### src/ecad_pkg.sv
package ecad_pkg;

	localparam int unsigned PC_W        = 12;
	localparam int unsigned STACK_CELLS = 6;
	localparam logic [7:0]  SHORT_BASE  = 8'h80;
	localparam logic [7:0]  PTR_X_ADDR  = 8'h80;
	localparam logic [7:0]  PTR_Y_ADDR  = 8'h81;
	localparam logic [11:0] PC_RESET    = 12'h000;
	localparam logic [7:0]  ACC_RESET   = 8'h00;

	// Opcode high nibbles of the non-relative groups
	localparam logic [3:0] GRP_INVOKE = 4'h8;
	localparam logic [3:0] GRP_GOTO   = 4'h9;
	localparam logic [3:0] GRP_BITDIR = 4'hA;
	localparam logic [3:0] GRP_BITTST = 4'hB;
	localparam logic [3:0] GRP_MOVE_0 = 4'hC;
	localparam logic [3:0] GRP_MOVE_1 = 4'hD;

	// Low nibbles inside the move groups
	localparam logic [3:0] LO_IND_LOAD  = 4'h8;
	localparam logic [3:0] LO_IND_STORE = 4'h9;
	localparam logic [3:0] LO_DIR_LOAD  = 4'hA;
	localparam logic [3:0] LO_DIR_STORE = 4'hB;
	localparam logic [3:0] LO_IMM_ACC   = 4'hC;
	localparam logic [3:0] LO_IMM_MEM   = 4'hD;
	localparam logic [3:0] LO_RETURN    = 4'hE;

	typedef enum logic [2:0] {
		ST_FETCH = 3'b000,
		ST_OPC   = 3'b001,
		ST_ARG1  = 3'b010,
		ST_ARG2  = 3'b011,
		ST_PTR   = 3'b100,
		ST_DRD   = 3'b101,
		ST_EXEC  = 3'b110
	} ecad_state_t;

	typedef enum logic [2:0] {
		TY_LOADSTORE = 3'b000,
		TY_ARITH     = 3'b001,
		TY_BRANCH    = 3'b010,
		TY_CONTROL   = 3'b011,
		TY_JUMPCALL  = 3'b100,
		TY_BITMANIP  = 3'b101
	} ecad_type_t;

	typedef enum logic [3:0] {
		AM_IMMEDIATE = 4'h0,
		AM_DIRECT    = 4'h1,
		AM_SHORT     = 4'h2,
		AM_EXTENDED  = 4'h3,
		AM_RELATIVE  = 4'h4,
		AM_BITDIRECT = 4'h5,
		AM_BITTEST   = 4'h6,
		AM_INDIRECT  = 4'h7,
		AM_INHERENT  = 4'h8
	} ecad_mode_t;

	typedef struct packed {
		logic        rd;
		logic [11:0] addr;
	} ecad_pm_req_t;

	typedef struct packed {
		logic       rd;
		logic       we;
		logic [7:0] addr;
		logic [7:0] wdata;
	} ecad_ds_req_t;

	typedef struct packed {
		logic        valid;
		logic [7:0]  opcode;
		ecad_type_t  optype;
		ecad_mode_t  mode;
		logic [11:0] addr;
	} ecad_report_t;

endpackage

### src/ecad_stack.sv
`timescale 1ns/1ps
`default_nettype none
module ecad_stack #(
	parameter int unsigned DEPTH = ecad_pkg::STACK_CELLS,
	parameter int unsigned WIDTH = ecad_pkg::PC_W
) (
	input  wire logic             clk,
	input  wire logic             resetn,
	input  wire logic             push,
	input  wire logic             pop,
	input  wire logic [WIDTH-1:0] push_data,
	output logic      [WIDTH-1:0] top,
	output logic                  overflow
);
	logic [WIDTH-1:0] cell_q [DEPTH];
	logic [2:0]       ptr_q;
	logic [2:0]       depth_q;
	logic [2:0]       ptr_up;
	logic [2:0]       ptr_dn;

	// Circular index: a seventh nested call overwrites the oldest entry
	assign ptr_up = (ptr_q == 3'(DEPTH - 1)) ? 3'h0 : ptr_q + 3'h1;
	assign ptr_dn = (ptr_q == 3'h0) ? 3'(DEPTH - 1) : ptr_q - 3'h1;
	assign top    = cell_q[ptr_dn];

	// Return cells held apart from data space
	always_ff @(posedge clk or negedge resetn)
	begin
		if (!resetn)
		begin
			ptr_q    <= 3'h0;
			depth_q  <= 3'h0;
			overflow <= 1'b0;
			for (int i = 0; i < DEPTH; i++)
				cell_q[i] <= '0;
		end
		else if (push)
		begin
			cell_q[ptr_q] <= push_data;
			ptr_q         <= ptr_up;
			if (depth_q == 3'(DEPTH))
				overflow <= 1'b1;
			else
				depth_q <= depth_q + 3'h1;
		end
		else if (pop)
		begin
			ptr_q <= ptr_dn;
			if (depth_q != 3'h0)
				depth_q <= depth_q - 3'h1;
		end
	end
endmodule
`default_nettype wire

### src/ecad_decoder.sv
`timescale 1ns/1ps
`default_nettype none
module ecad_decoder (
	input  wire logic                  clk,
	input  wire logic                  resetn,
	input  wire logic [7:0]            pm_rdata,
	input  wire logic [7:0]            ds_rdata,
	output ecad_pkg::ecad_pm_req_t     pm_req,
	output ecad_pkg::ecad_ds_req_t     ds_req,
	output ecad_pkg::ecad_report_t     report,
	output logic [7:0]                 acc,
	output logic                       flag_c,
	output logic                       flag_z,
	output logic                       stack_ovf
);
	ecad_pkg::ecad_state_t  state_q, state_d;
	ecad_pkg::ecad_pm_req_t pm_d;
	ecad_pkg::ecad_ds_req_t ds_d;
	ecad_pkg::ecad_report_t rep_d;
	logic        wait_q, wait_d;
	logic [11:0] pc_q, pc_d;
	logic [11:0] ia_q, ia_d;
	logic [7:0]  ir_q, ir_d;
	logic [7:0]  arg1_q, arg1_d;
	logic [7:0]  arg2_q, arg2_d;
	logic [7:0]  dat_q, dat_d;
	logic [7:0]  acc_d;
	logic        c_d, z_d;
	logic        push, pop;
	logic [11:0] stack_top;
	logic        ovf_w;

	// Opcode under decode: live byte while capturing, held byte after
	logic [7:0] opc;
	logic [3:0] hi, lo;
	logic       is_rel, is_inv, is_goto, is_bitdir, is_bittst, is_move;
	logic       mv_short_ld, mv_short_st, mv_ind_ld, mv_ind_st;
	logic       mv_dir_ld, mv_dir_st, mv_imm_acc, mv_imm_mem, is_ret;
	logic       needs_arg1, needs_arg2, cond_true, bit_val;
	logic [7:0] ptr_addr, short_addr, bit_mask;
	logic [11:0] rel_dest, bt_dest, ext_dest;

	assign opc = (state_q == ecad_pkg::ST_OPC) ? pm_rdata : ir_q;
	assign hi  = opc[7:4];
	assign lo  = opc[3:0];

	// Group decode; top bit clear means relative branch
	assign is_rel    = ~opc[7];
	assign is_inv    = hi == ecad_pkg::GRP_INVOKE;
	assign is_goto   = hi == ecad_pkg::GRP_GOTO;
	assign is_bitdir = hi == ecad_pkg::GRP_BITDIR;
	assign is_bittst = hi == ecad_pkg::GRP_BITTST;
	assign is_move   = (hi == ecad_pkg::GRP_MOVE_0) || (hi == ecad_pkg::GRP_MOVE_1);

	// Move group split, accumulator on one side except for immediate-to-memory and return
	assign mv_short_ld = is_move && (lo[3:2] == 2'b00);
	assign mv_short_st = is_move && (lo[3:2] == 2'b01);
	assign mv_ind_ld   = is_move && (lo == ecad_pkg::LO_IND_LOAD);
	assign mv_ind_st   = is_move && (lo == ecad_pkg::LO_IND_STORE);
	assign mv_dir_ld   = is_move && (lo == ecad_pkg::LO_DIR_LOAD);
	assign mv_dir_st   = is_move && (lo == ecad_pkg::LO_DIR_STORE);
	assign mv_imm_acc  = is_move && (lo == ecad_pkg::LO_IMM_ACC);
	assign mv_imm_mem  = is_move && (lo == ecad_pkg::LO_IMM_MEM);
	assign is_ret      = is_move && (lo == ecad_pkg::LO_RETURN);

	// Inherent and short forms fetch nothing past the opcode
	assign needs_arg1 = is_inv | is_goto | is_bitdir | is_bittst
		| mv_dir_ld | mv_dir_st | mv_imm_acc | mv_imm_mem;
	assign needs_arg2 = is_bittst | mv_imm_mem;

	// Pointer chosen by opcode bit 4
	assign ptr_addr   = opc[4] ? ecad_pkg::PTR_Y_ADDR : ecad_pkg::PTR_X_ADDR;
	// Scratch register index carried in opcode
	assign short_addr = ecad_pkg::SHORT_BASE | {6'h00, lo[1:0]};
	assign bit_mask   = 8'h01 << opc[2:0];
	assign bit_val    = dat_q[opc[2:0]];

	// Branch condition: 00 nonzero, 01 no carry, 10 zero, 11 carry
	assign cond_true = opc[5] ? (opc[6] ? flag_c : ~flag_c)
		: (opc[6] ? flag_z : ~flag_z);

	// Forward 1..16 past own address, backward 0..15 before
	assign rel_dest = opc[4] ? ia_q - {8'h00, lo} : ia_q + {8'h00, lo} + 12'h001;
	// Signed third byte measured from own address plus one
	assign bt_dest  = ia_q + {{4{arg2_q[7]}}, arg2_q} + 12'h001;
	// Low opcode nibble is the upper part of the target
	assign ext_dest = {ir_q[3:0], arg1_q};

	function automatic ecad_pkg::ecad_type_t op_type(input logic [7:0] o);
		if (!o[7] || o[7:4] == ecad_pkg::GRP_BITTST)
			op_type = ecad_pkg::TY_BRANCH;
		else if (o[7:4] == ecad_pkg::GRP_INVOKE || o[7:4] == ecad_pkg::GRP_GOTO)
			op_type = ecad_pkg::TY_JUMPCALL;
		else if (o[7:4] == ecad_pkg::GRP_BITDIR)
			op_type = ecad_pkg::TY_BITMANIP;
		else if (o[7:5] == 3'b110 && o[3:0] < ecad_pkg::LO_RETURN)
			op_type = ecad_pkg::TY_LOADSTORE;
		else if (o[7:5] == 3'b110)
			op_type = ecad_pkg::TY_CONTROL;
		else
			op_type = ecad_pkg::TY_ARITH;
	endfunction

	function automatic ecad_pkg::ecad_mode_t op_mode(input logic [7:0] o);
		if (!o[7])
			op_mode = ecad_pkg::AM_RELATIVE;
		else if (o[7:5] == 3'b100)
			op_mode = ecad_pkg::AM_EXTENDED;
		else if (o[7:4] == ecad_pkg::GRP_BITDIR)
			op_mode = ecad_pkg::AM_BITDIRECT;
		else if (o[7:4] == ecad_pkg::GRP_BITTST)
			op_mode = ecad_pkg::AM_BITTEST;
		else if (o[7:5] != 3'b110)
			op_mode = ecad_pkg::AM_INHERENT;
		else if (o[3] == 1'b0)
			op_mode = ecad_pkg::AM_SHORT;
		else if (o[3:1] == 3'b100)
			op_mode = ecad_pkg::AM_INDIRECT;
		else if (o[3:1] == 3'b101)
			op_mode = ecad_pkg::AM_DIRECT;
		else if (o[3:1] == 3'b110)
			op_mode = ecad_pkg::AM_IMMEDIATE;
		else
			op_mode = ecad_pkg::AM_INHERENT;
	endfunction

	// Sequencer: every strobe lasts one cycle, data sampled the cycle after
	always_comb
	begin
		state_d = state_q;
		wait_d  = 1'b0;
		pm_d    = '0;
		pm_d.addr = pm_req.addr;
		ds_d    = '0;
		ds_d.addr = ds_req.addr;
		rep_d   = '0;
		pc_d    = pc_q;
		ia_d    = ia_q;
		ir_d    = ir_q;
		arg1_d  = arg1_q;
		arg2_d  = arg2_q;
		dat_d   = dat_q;
		acc_d   = acc;
		c_d     = flag_c;
		z_d     = flag_z;
		push    = 1'b0;
		pop     = 1'b0;
		if (!wait_q)
		begin
			unique case (state_q)
				ecad_pkg::ST_FETCH:
				begin
					pm_d.rd   = 1'b1;
					pm_d.addr = pc_q;
					ia_d      = pc_q;
					pc_d      = pc_q + 12'h001;
					wait_d    = 1'b1;
					state_d   = ecad_pkg::ST_OPC;
				end
				ecad_pkg::ST_OPC:
				begin
					ir_d = pm_rdata;
					if (needs_arg1)
					begin
						// Operand or address byte follows opcode
						pm_d.rd   = 1'b1;
						pm_d.addr = pc_q;
						pc_d      = pc_q + 12'h001;
						wait_d    = 1'b1;
						state_d   = ecad_pkg::ST_ARG1;
					end
					else if (mv_ind_ld | mv_ind_st)
					begin
						ds_d.rd   = 1'b1;
						ds_d.addr = ptr_addr;
						wait_d    = 1'b1;
						state_d   = ecad_pkg::ST_PTR;
					end
					else if (mv_short_ld)
					begin
						ds_d.rd   = 1'b1;
						ds_d.addr = short_addr;
						wait_d    = 1'b1;
						state_d   = ecad_pkg::ST_DRD;
					end
					else
						state_d = ecad_pkg::ST_EXEC;
				end
				ecad_pkg::ST_ARG1:
				begin
					arg1_d = pm_rdata;
					if (needs_arg2)
					begin
						// Third byte of the long forms
						pm_d.rd   = 1'b1;
						pm_d.addr = pc_q;
						pc_d      = pc_q + 12'h001;
						wait_d    = 1'b1;
						state_d   = ecad_pkg::ST_ARG2;
					end
					else if (is_bitdir | mv_dir_ld)
					begin
						ds_d.rd   = 1'b1;
						ds_d.addr = pm_rdata;
						wait_d    = 1'b1;
						state_d   = ecad_pkg::ST_DRD;
					end
					else
						state_d = ecad_pkg::ST_EXEC;
				end
				ecad_pkg::ST_ARG2:
				begin
					arg2_d = pm_rdata;
					if (is_bittst)
					begin
						ds_d.rd   = 1'b1;
						ds_d.addr = arg1_q;
						wait_d    = 1'b1;
						state_d   = ecad_pkg::ST_DRD;
					end
					else
						state_d = ecad_pkg::ST_EXEC;
				end
				ecad_pkg::ST_PTR:
				begin
					arg1_d = ds_rdata;
					if (mv_ind_ld)
					begin
						ds_d.rd   = 1'b1;
						ds_d.addr = ds_rdata;
						wait_d    = 1'b1;
						state_d   = ecad_pkg::ST_DRD;
					end
					else
						state_d = ecad_pkg::ST_EXEC;
				end
				ecad_pkg::ST_DRD:
				begin
					dat_d   = ds_rdata;
					state_d = ecad_pkg::ST_EXEC;
				end
				ecad_pkg::ST_EXEC:
				begin
					rep_d.valid  = 1'b1;
					rep_d.opcode = ir_q;
					rep_d.optype = op_type(ir_q);
					rep_d.mode   = op_mode(ir_q);
					rep_d.addr   = ia_q;
					state_d      = ecad_pkg::ST_FETCH;
					if (is_rel)
					begin
						// Untaken branch leaves pc on next instruction
						if (cond_true)
							pc_d = rel_dest;
					end
					else if (is_inv | is_goto)
					begin
						push = is_inv;
						pc_d = ext_dest;
					end
					else if (is_bitdir)
					begin
						// Read-modify-write touching only the chosen bit
						ds_d.we    = 1'b1;
						ds_d.addr  = arg1_q;
						ds_d.wdata = ir_q[3] ? (dat_q | bit_mask) : (dat_q & ~bit_mask);
					end
					else if (is_bittst)
					begin
						c_d = bit_val;
						if (bit_val == ir_q[3])
							pc_d = bt_dest;
					end
					else if (mv_short_ld | mv_ind_ld | mv_dir_ld)
					begin
						acc_d = dat_q;
						z_d   = dat_q == 8'h00;
					end
					else if (mv_short_st | mv_ind_st | mv_dir_st)
					begin
						ds_d.we    = 1'b1;
						ds_d.addr  = mv_short_st ? short_addr : arg1_q;
						ds_d.wdata = acc;
						z_d        = acc == 8'h00;
					end
					else if (mv_imm_acc)
					begin
						acc_d = arg1_q;
						z_d   = arg1_q == 8'h00;
					end
					else if (mv_imm_mem)
					begin
						// Constant to any data byte, flags untouched
						ds_d.we    = 1'b1;
						ds_d.addr  = arg1_q;
						ds_d.wdata = arg2_q;
					end
					else if (is_ret)
					begin
						pop  = 1'b1;
						pc_d = stack_top;
					end
				end
				default:
					state_d = ecad_pkg::ST_FETCH;
			endcase
		end
	end

	// State and outputs registered together
	always_ff @(posedge clk or negedge resetn)
	begin
		if (!resetn)
		begin
			state_q <= ecad_pkg::ST_FETCH;
			wait_q  <= 1'b0;
			pm_req  <= '0;
			ds_req  <= '0;
			report  <= '0;
			pc_q    <= ecad_pkg::PC_RESET;
			ia_q    <= ecad_pkg::PC_RESET;
			ir_q    <= 8'h00;
			arg1_q  <= 8'h00;
			arg2_q  <= 8'h00;
			dat_q   <= 8'h00;
			acc     <= ecad_pkg::ACC_RESET;
			flag_c  <= 1'b0;
			flag_z  <= 1'b0;
		end
		else
		begin
			state_q <= state_d;
			wait_q  <= wait_d;
			pm_req  <= pm_d;
			ds_req  <= ds_d;
			report  <= rep_d;
			pc_q    <= pc_d;
			ia_q    <= ia_d;
			ir_q    <= ir_d;
			arg1_q  <= arg1_d;
			arg2_q  <= arg2_d;
			dat_q   <= dat_d;
			acc     <= acc_d;
			flag_c  <= c_d;
			flag_z  <= z_d;
		end
	end

	// Return address is the byte after the two-byte invoke
	ecad_stack u_stack (
		.clk       (clk),
		.resetn    (resetn),
		.push      (push),
		.pop       (pop),
		.push_data (pc_q),
		.top       (stack_top),
		.overflow  (ovf_w)
	);

	// Sticky overflow re-registered so the port comes from a flop
	always_ff @(posedge clk or negedge resetn)
	begin
		if (!resetn)
			stack_ovf <= 1'b0;
		else
			stack_ovf <= ovf_w;
	end
endmodule
`default_nettype wire

### config.mk
export PLATFORM = sky130hd
export DESIGN_NAME = ecad_decoder
export DESIGN_NICKNAME = d
export VERILOG_FILES = /design/src/ecad_pkg.sv /design/src/ecad_stack.sv /design/src/ecad_decoder.sv
export SDC_FILE = /design/constraint.sdc
export NUM_CORES = 1
export LEC_CHECK = 0
export ABC_AREA = 1
export BUFFER_PORTS_ARGS = -buffer_cell sky130_fd_sc_hd__buf_2
export CORE_MARGIN = 2
export CORE_UTILIZATION = 40
export CTS_BUF_LIST = sky130_fd_sc_hd__clkbuf_4
export DETAILED_ROUTE_END_ITERATION = 8
export SLEW_MARGIN = 20
export SYNTH_ARGS = -nofsm -noshare
export SYNTH_HDL_FRONTEND = slang
export SYNTH_SLANG_ARGS = --single-unit
export TNS_END_PERCENT = 1
### constraint.sdc
create_clock -name clk -period 3.1 [get_ports clk]
set_clock_uncertainty 0.15 [all_clocks]
set_input_delay 0.155 -clock clk [delete_from_list [all_inputs] [get_ports clk]]
set_output_delay 0.155 -clock clk [all_outputs]
set_load 0.005 [all_outputs]
## Word level (Yosys, flattened, before mapping)

Cells that the tools add are included.

| storage, ports and cells | value |
|---|---|
| logic and storage cells | 291 |
| register bits after elaboration | 209 |
| bits of input ports | 18 |
| output and inout bits | 70 |

| operators by class | value |
|---|---|
| bitwise gates (word level) | 25 |
| order comparisons | 5 |
| $add $sub $neg | 10 |
| shift-type cells | 1 |
| multiplexer cells | 119 |
| eq/ne operators | 57 |
| reductions and logical operators | 42 |

Operator list:

| operator | count |
|---|---|
| two-way mux 12 bit | 17 |
| two-way mux 17 bit | 8 |
| two-way mux 8 bit | 14 |
| bitwise mux 72 bit | 1 |
| == test 4 bit, second input constant | 17 |
| two-way mux 28 bit | 2 |
| one-hot mux 12 bit (4 select lines) | 1 |
| two-way mux 3 bit | 14 |
| one-hot mux 8 bit (5 select lines) | 1 |
| two-way mux 13 bit | 3 |
| one-hot mux 13 bit (3 select lines) | 1 |
| adder 12 x 1 -> 12 bit, second input constant | 3 |
| binary-select mux 12 bit (select 3 bit) | 1 |
| demux 12 bit (select 3 bit) | 1 |
| two-way mux 4 bit | 9 |
| two-way mux 1 bit | 34 |
| == test 3 bit, second input constant | 10 |
| != test 5 bit, second input constant | 6 |
| logical NOT 8 bit | 3 |
| != test 2 bit, second input constant | 11 |
| two-way mux 18 bit | 1 |
| one-hot mux 3 bit (6 select lines) | 1 |
| one-hot mux 8 bit (2 select lines) | 1 |
| bitwise OR 1 bit | 14 |
| 43 further kinds | 85 |

## Depth between registers and ports, before layout

| depth | value |
|---|---|
| depth after elaboration | 18 |
| depth in mapped cells | 21 |
| depth with buffers taken out | 20 |

## Modules after synthesis

Synthesis repeated with hierarchy kept, for this count alone.

| unflattened totals | value |
|---|---|
| cell total of the unflattened synthesis | 1694 |
| area total of the unflattened synthesis | 12126.6 um^2 |

By module, submodules not included:

| module | cells each | instances | area each (um^2) |
|---|---|---|---|
| ecad_decoder | 1184 | 1 | 8264.2 |
| ecad_stack | 510 | 1 | 3862.5 |

## Worst setup path after synthesis

Ideal clock, no wire load.

| timing | value |
|---|---|
| kind | register to register |
| from | reg state_q[2] |
| to | reg pc_q[8] |
| arrival time | 2.492 ns |
| cell stages (with the launch flop) | 17 |
| library setup time | 0.113 ns |
| slack | 0.345 ns |
| path through | dfrtp_1 nor2_4 buf_6 nand3_1 nand2_2 clkbuf_1 ha_1 inv_1 o31ai_1 nand4_1 xor2_1 nand2_1 nand2_1 nand2_1 nand4_1 nand2_1 inv_1 |

| between the ends | value |
|---|---|
| word-level cells in the longest chain between the ends | 12 |
| elaborated cells between the ends (all ways) | 70 |

Ends and longest elaborated chain:

| what | RTL line | source |
|---|---|---|
| start: declaration | ecad_decoder.sv:16 | `ecad_pkg::ecad_state_t state_q, state_d;` |
| start signal: assignment | ecad_decoder.sv:315 | `state_q <= ecad_pkg::ST_FETCH;` |
| start signal: assignment | ecad_decoder.sv:332 | `state_q <= state_d;` |
| parallel branches: the longest is 12 deep, another holds adder 12 x 4 -> 12 bit | -- |  |
| end signal: assignment | ecad_decoder.sv:320 | `pc_q <= ecad_pkg::PC_RESET;` |
| end signal: assignment | ecad_decoder.sv:337 | `pc_q <= pc_d;` |
| end: declaration | ecad_decoder.sv:21 | `logic [11:0] pc_q, pc_d;` |

Parallel ways; which one is timed is not known. The select of a mux whose other input is x is not followed.
A chain may end at the register's enable or synchronous reset.

## Worst setup path after layout

| timing | value |
|---|---|
| from | reg state_q[1] |
| to | reg ds_req[12] (netlist name) |

| between the ends | value |
|---|---|
| word-level cells in the longest chain between the ends | 14 |
| elaborated cells between the ends (all ways) | 67 |

Ends and longest elaborated chain:

| what | RTL line | source |
|---|---|---|
| == test 3 x 1 -> 1 bit | ecad_decoder.sv:43, ecad_decoder.sv:150 |  |
| two-way mux 8 bit | -- |  |
| == test 4 bit | ecad_decoder.sv:53 | `assign is_move = (hi == ecad_pkg::GRP_MOVE_0) \|\| (hi == ecad_pkg::GRP_MOVE_1);` |
| logical OR 1 bit | ecad_decoder.sv:53 |  |
| logical AND 1 bit (on tied branches) | ecad_decoder.sv:57, ecad_decoder.sv:59 |  |
| bitwise OR 1 bit (2 in series) | ecad_decoder.sv:279 | `else if (mv_short_st \| mv_ind_st \| mv_dir_st)` |
| two-way mux 17 bit | ecad_decoder.sv:279 |  |
| two-way mux 17 bit | ecad_decoder.sv:274 | `else if (mv_short_ld \| mv_ind_ld \| mv_dir_ld)` |
| two-way mux 17 bit | ecad_decoder.sv:268 | `else if (is_bittst)` |
| two-way mux 17 bit | ecad_decoder.sv:261 | `else if (is_bitdir)` |
| two-way mux 17 bit | ecad_decoder.sv:256 | `else if (is_inv \| is_goto)` |
| two-way mux 17 bit | ecad_decoder.sv:250 | `if (is_rel)` |
| one-hot mux 8 bit (5 select lines) | ecad_decoder.sv:150 | `unique case (state_q)` |
| end signal: assignment | ecad_decoder.sv:335 | `ds_req <= ds_d;` |
| end: declaration | ecad_decoder.sv:9 | `output ecad_pkg::ecad_ds_req_t ds_req,` |

Several ways; a longest one is shown, not always the timed one. The select of a mux whose other input is x is not followed.

==> results by group <==
GRT
  • Vias in the first global route: roughly 11000
  • Initial antenna violation count: 1
  • GRT Util Overall: 0.2637
  • First-pass GRT wire length: roughly 63000 um
  • Largest net degree at the start of global routing: 96
  • Grt total ovfl: 0

Routing
  • Via count: about 12000
  • Antenna Violating Nets Remaining: 0
  • Routed wire per std cell: 18.04 um
  • DR iter-0 viols: 1141
  • Residual DRC: 0
  • Vias per cell: approximately 5.3
  • Aggregate routed wire length: between 30000 and 40000 um
  • Drt first pass iters: 5

Final layout
  • Layout area overhead: 18.76%
  • Share of layout cells above drive strength 1: 0.1644
  • Commonest non-fill, non-tap cell in the layout: nand2_1
  • NumNets Final: about 1800
  • Finished Layout Cells: 2198
  • Most frequent cells in the layout: nand2_1 (512), dfrtp_1 (208), o21ai_0 (185), inv_1 (147), nand3_1 (113)

Outcome
  • Status: finished, final reports clean

Critical path
  • Worst EP required: around 3.6 ns
  • CP Class: reg -> reg
  • Worst EP arrival: between 3 and 4 ns
  • Element type at the critical path start: register
  • CP Max Fanout: 9
  • Worst Reg-to-Reg Cells: 16
  • Worst Setup End Kind: register

STA
  • Minimum clock period: approximately 2.9 ns
  • Slew HR: 0.4622
  • Final setup vio count: 0
  • Final Hold Vio Count: 0
  • Final WS setup: approximately 0.16 ns
  • Final period util: 0.9497
  • Fin. max-slew vios: 0
  • Fmax: 339.7 MHz
  • Slew @ Worst Pin: ~0.8 ns

Yosys
  • Post-Syn Instances: around 1600
  • Yosys reg bits: 209
  • Synth area leader: dfrtp_1
  • Ranking of synthesized cells by area: dfrtp_1 (45%), nand2_1 (16%), o21ai_0 (7.9%), nand3_1 (4.8%), inv_1 (4.7%)
  • Post-synthesis sequential area ratio: 0.4459
  • Async set or reset register ratio after synthesis: 1.000
  • Avg Inst Size Synth: ~7.3 sq um
  • Syn nets: about 1600
  • Post-Syn Area: approximately 12000 sq um
  • Top cell type's share of synthesized area: 0.4459
  • Number of synthesized flops with an enable pin: 0
  • Synth warn: 0
  • Yosys cell types: 48
  • Main synth FF type: dfrtp_1

Floorplanning
  • Core ar.: approximately 29000 sq um
  • Initial Util: 0.4075
  • Die height: around 180 um
  • I/O pins: just under 90
  • Die W: 175.2 um
  • Row count: between 60 and 70
  • Area of the die: 30710 sq um

Flow run
  • Max Cap Violations: 0

Power
  • Power density over cell area: between 1000 and 1500 nW/um^2
  • Max VDD drop: 0.4070 mV
  • P_int: roughly 0.007 W
  • Leakage: around 7 nW
  • Combinational share of power: 0.520
  • Register share of total power: 0.289
  • Switch Pwr: approximately 0.0070 W
  • Clock power frac: 0.191
  • Switching share of power: 0.4920

Worst hold path
  • Min-delay worst type: in -> reg
  • Hold depth: 4

Clocking
  • H-Tree Depth: 2
  • Clock Sinks: 209
  • CTS Buf Count: 59
  • Clock Latency Late Sink: 0.74 ns
  • TritonCTS clock tree: built
  • CTS max path bufs: 3
  • CTS Root Cell: clkbuf_4
  • Clock slew at reported path FFs: around 0.07 ns

Placed design
  • DP HPWL: 28740 um
  • Pre-CTS setup slack: 0.06105 ns
  • I/O Buffers: 87
  • Placed Instances: 2071
  • GPL Wtd Cong: roughly 1
==> critical path, stage by stage, from the launching register on <==
cell	delay, ns
dfrtp_1	0.41
nor2_4	0.25
buf_4	0.18
nand3_1	0.08
nand2_1	0.18
nand2_1	0.14
nor2_4	0.19
buf_4	0.16
nand2_2	0.12
inv_2	0.19
nor2_1	0.09
nand2_1	0.20
buf_4	0.18
nand4_1	0.07
nand2_1	0.10
nand2_1	0.06
nand2_1	0.06
==> registers in the layout, indices dropped and copies added (netlist names), 12 cells and up <==
name and count:
report 28, u_stack.cell_q 72, pm_req 13, ia_q 12, pc_q 12, ds_req 18
==> final cells by class <==
cell class / count / area (sq um)
antenna: 1 / 2.502
clock buffer: 71 / 533.0
clock inverter: 34 / 250.2
fill: 2920 / 14850
inverter: 160 / 600.6
multi-input combinational: 1164 / 5618
sequential: 209 / 5231
tap: 384 / 480.5
timing repair buffer: 175 / 1214
==> what timing repair did <==
item | CTS | global route
buffers inserted | 0 | 3
endpoints found under the hold margin | 248 | 0
resized for setup | 0 | 4
hold buffers | 18 | 0
setup endpoints to repair | 0 | 19
==> per-stage QoR <==
stage | hold slack [ns] | power, W | cell area (sq um) | setup TNS [ns] | util
6_report | 0.1635 | 0.01420 | 13930 | 0 | 0.4840
5_1_grt | 0.1405 | 0.01541 | 13930 | -0.01755 | 0.4840
4_1_cts | 0.09878 | 0.01412 | 13890 | 0 | 0.4826
3_5_place_dp | 0.1014 | 0.01130 | 12930 | 0 | 0.4491
3_3_place_gp | 0.1109 | 0.01129 | 12930 | 0 | 0.4491
2_1_floorplan | -0.2906 | 0.008595 | 11730 | 0 | -
==> synth_stat cells, types with 3 or more instances <==
cell and instances:
nand3_1 113, nor3_1 20, nand2_2 16, buf_6 3
a21oi_1 44, dfrtp_1 209, buf_2 18, o221ai_1 3
nor2_2 4, o22ai_1 3, nand2_1 513, o21ai_0 185
nor2_1 113, o21ai_1 20, and3_1 3, inv_2 10
a22oi_1 7, xnor2_1 4, a211oi_1 4, nor4_1 3
o21ai_2 3, clkinv_1 3, a31oi_1 5, xor2_1 11
nor2_4 6, o31ai_1 5, ha_1 19, fa_1 3
a221oi_1 7, o211ai_1 9, nand3_2 3, inv_1 147
clkbuf_1 37, buf_4 4, nand4_1 23
==> layer usage <==
layer  vias to the layer above  wire (um)  global-route usage
met2                       501      16560              0.3763
met4                         0        928             0.07743
met1                      5383      18480              0.3852
met3                        68       3686             0.07724
li1                       5592          -                   -
met5                         -          0                   0
==> path summary, 6_finish.rpt <==
check / startpoint / endpoint / slack, ns
setup / recovery: state_q[1] / ds_req[12] / 0.16
hold reg to reg: u_stack.overflow / stack_ovf / 0.23
hold / removal: ds_rdata[7] / dat_q[7] / 0.16
setup reg to reg: state_q[1] / ds_req[12] / 0.16
min in group asynchronous: resetn / stack_ovf / 0.45
max in group asynchronous: resetn / pm_req[12] / 1.43
==> power groups by stage <==
stage                     sequential, W  combinational (W)  clock (W)
after floorplan                 0.00385            0.00475          0
after global placement          0.00411            0.00718          0
after detailed placement        0.00412            0.00718          0
after CTS                       0.00408            0.00725    0.00279
after global routing            0.00418            0.00827    0.00295
final                           0.00410            0.00738    0.00272
==> cell families after synthesis <==
group	count (synthesis)	share of synthesized area
muxes	1	0.0009600
AOI/OAI and AO/OA	302	0.1418
adders and majority gates	22	0.02539
and+or+nand+nor	824	0.2983
DFF	209	0.4459
xor gates and xnor gates	15	0.01120
buffers and inverters	223	0.07649
Note: power is estimated with default switching activity, not from simulation.
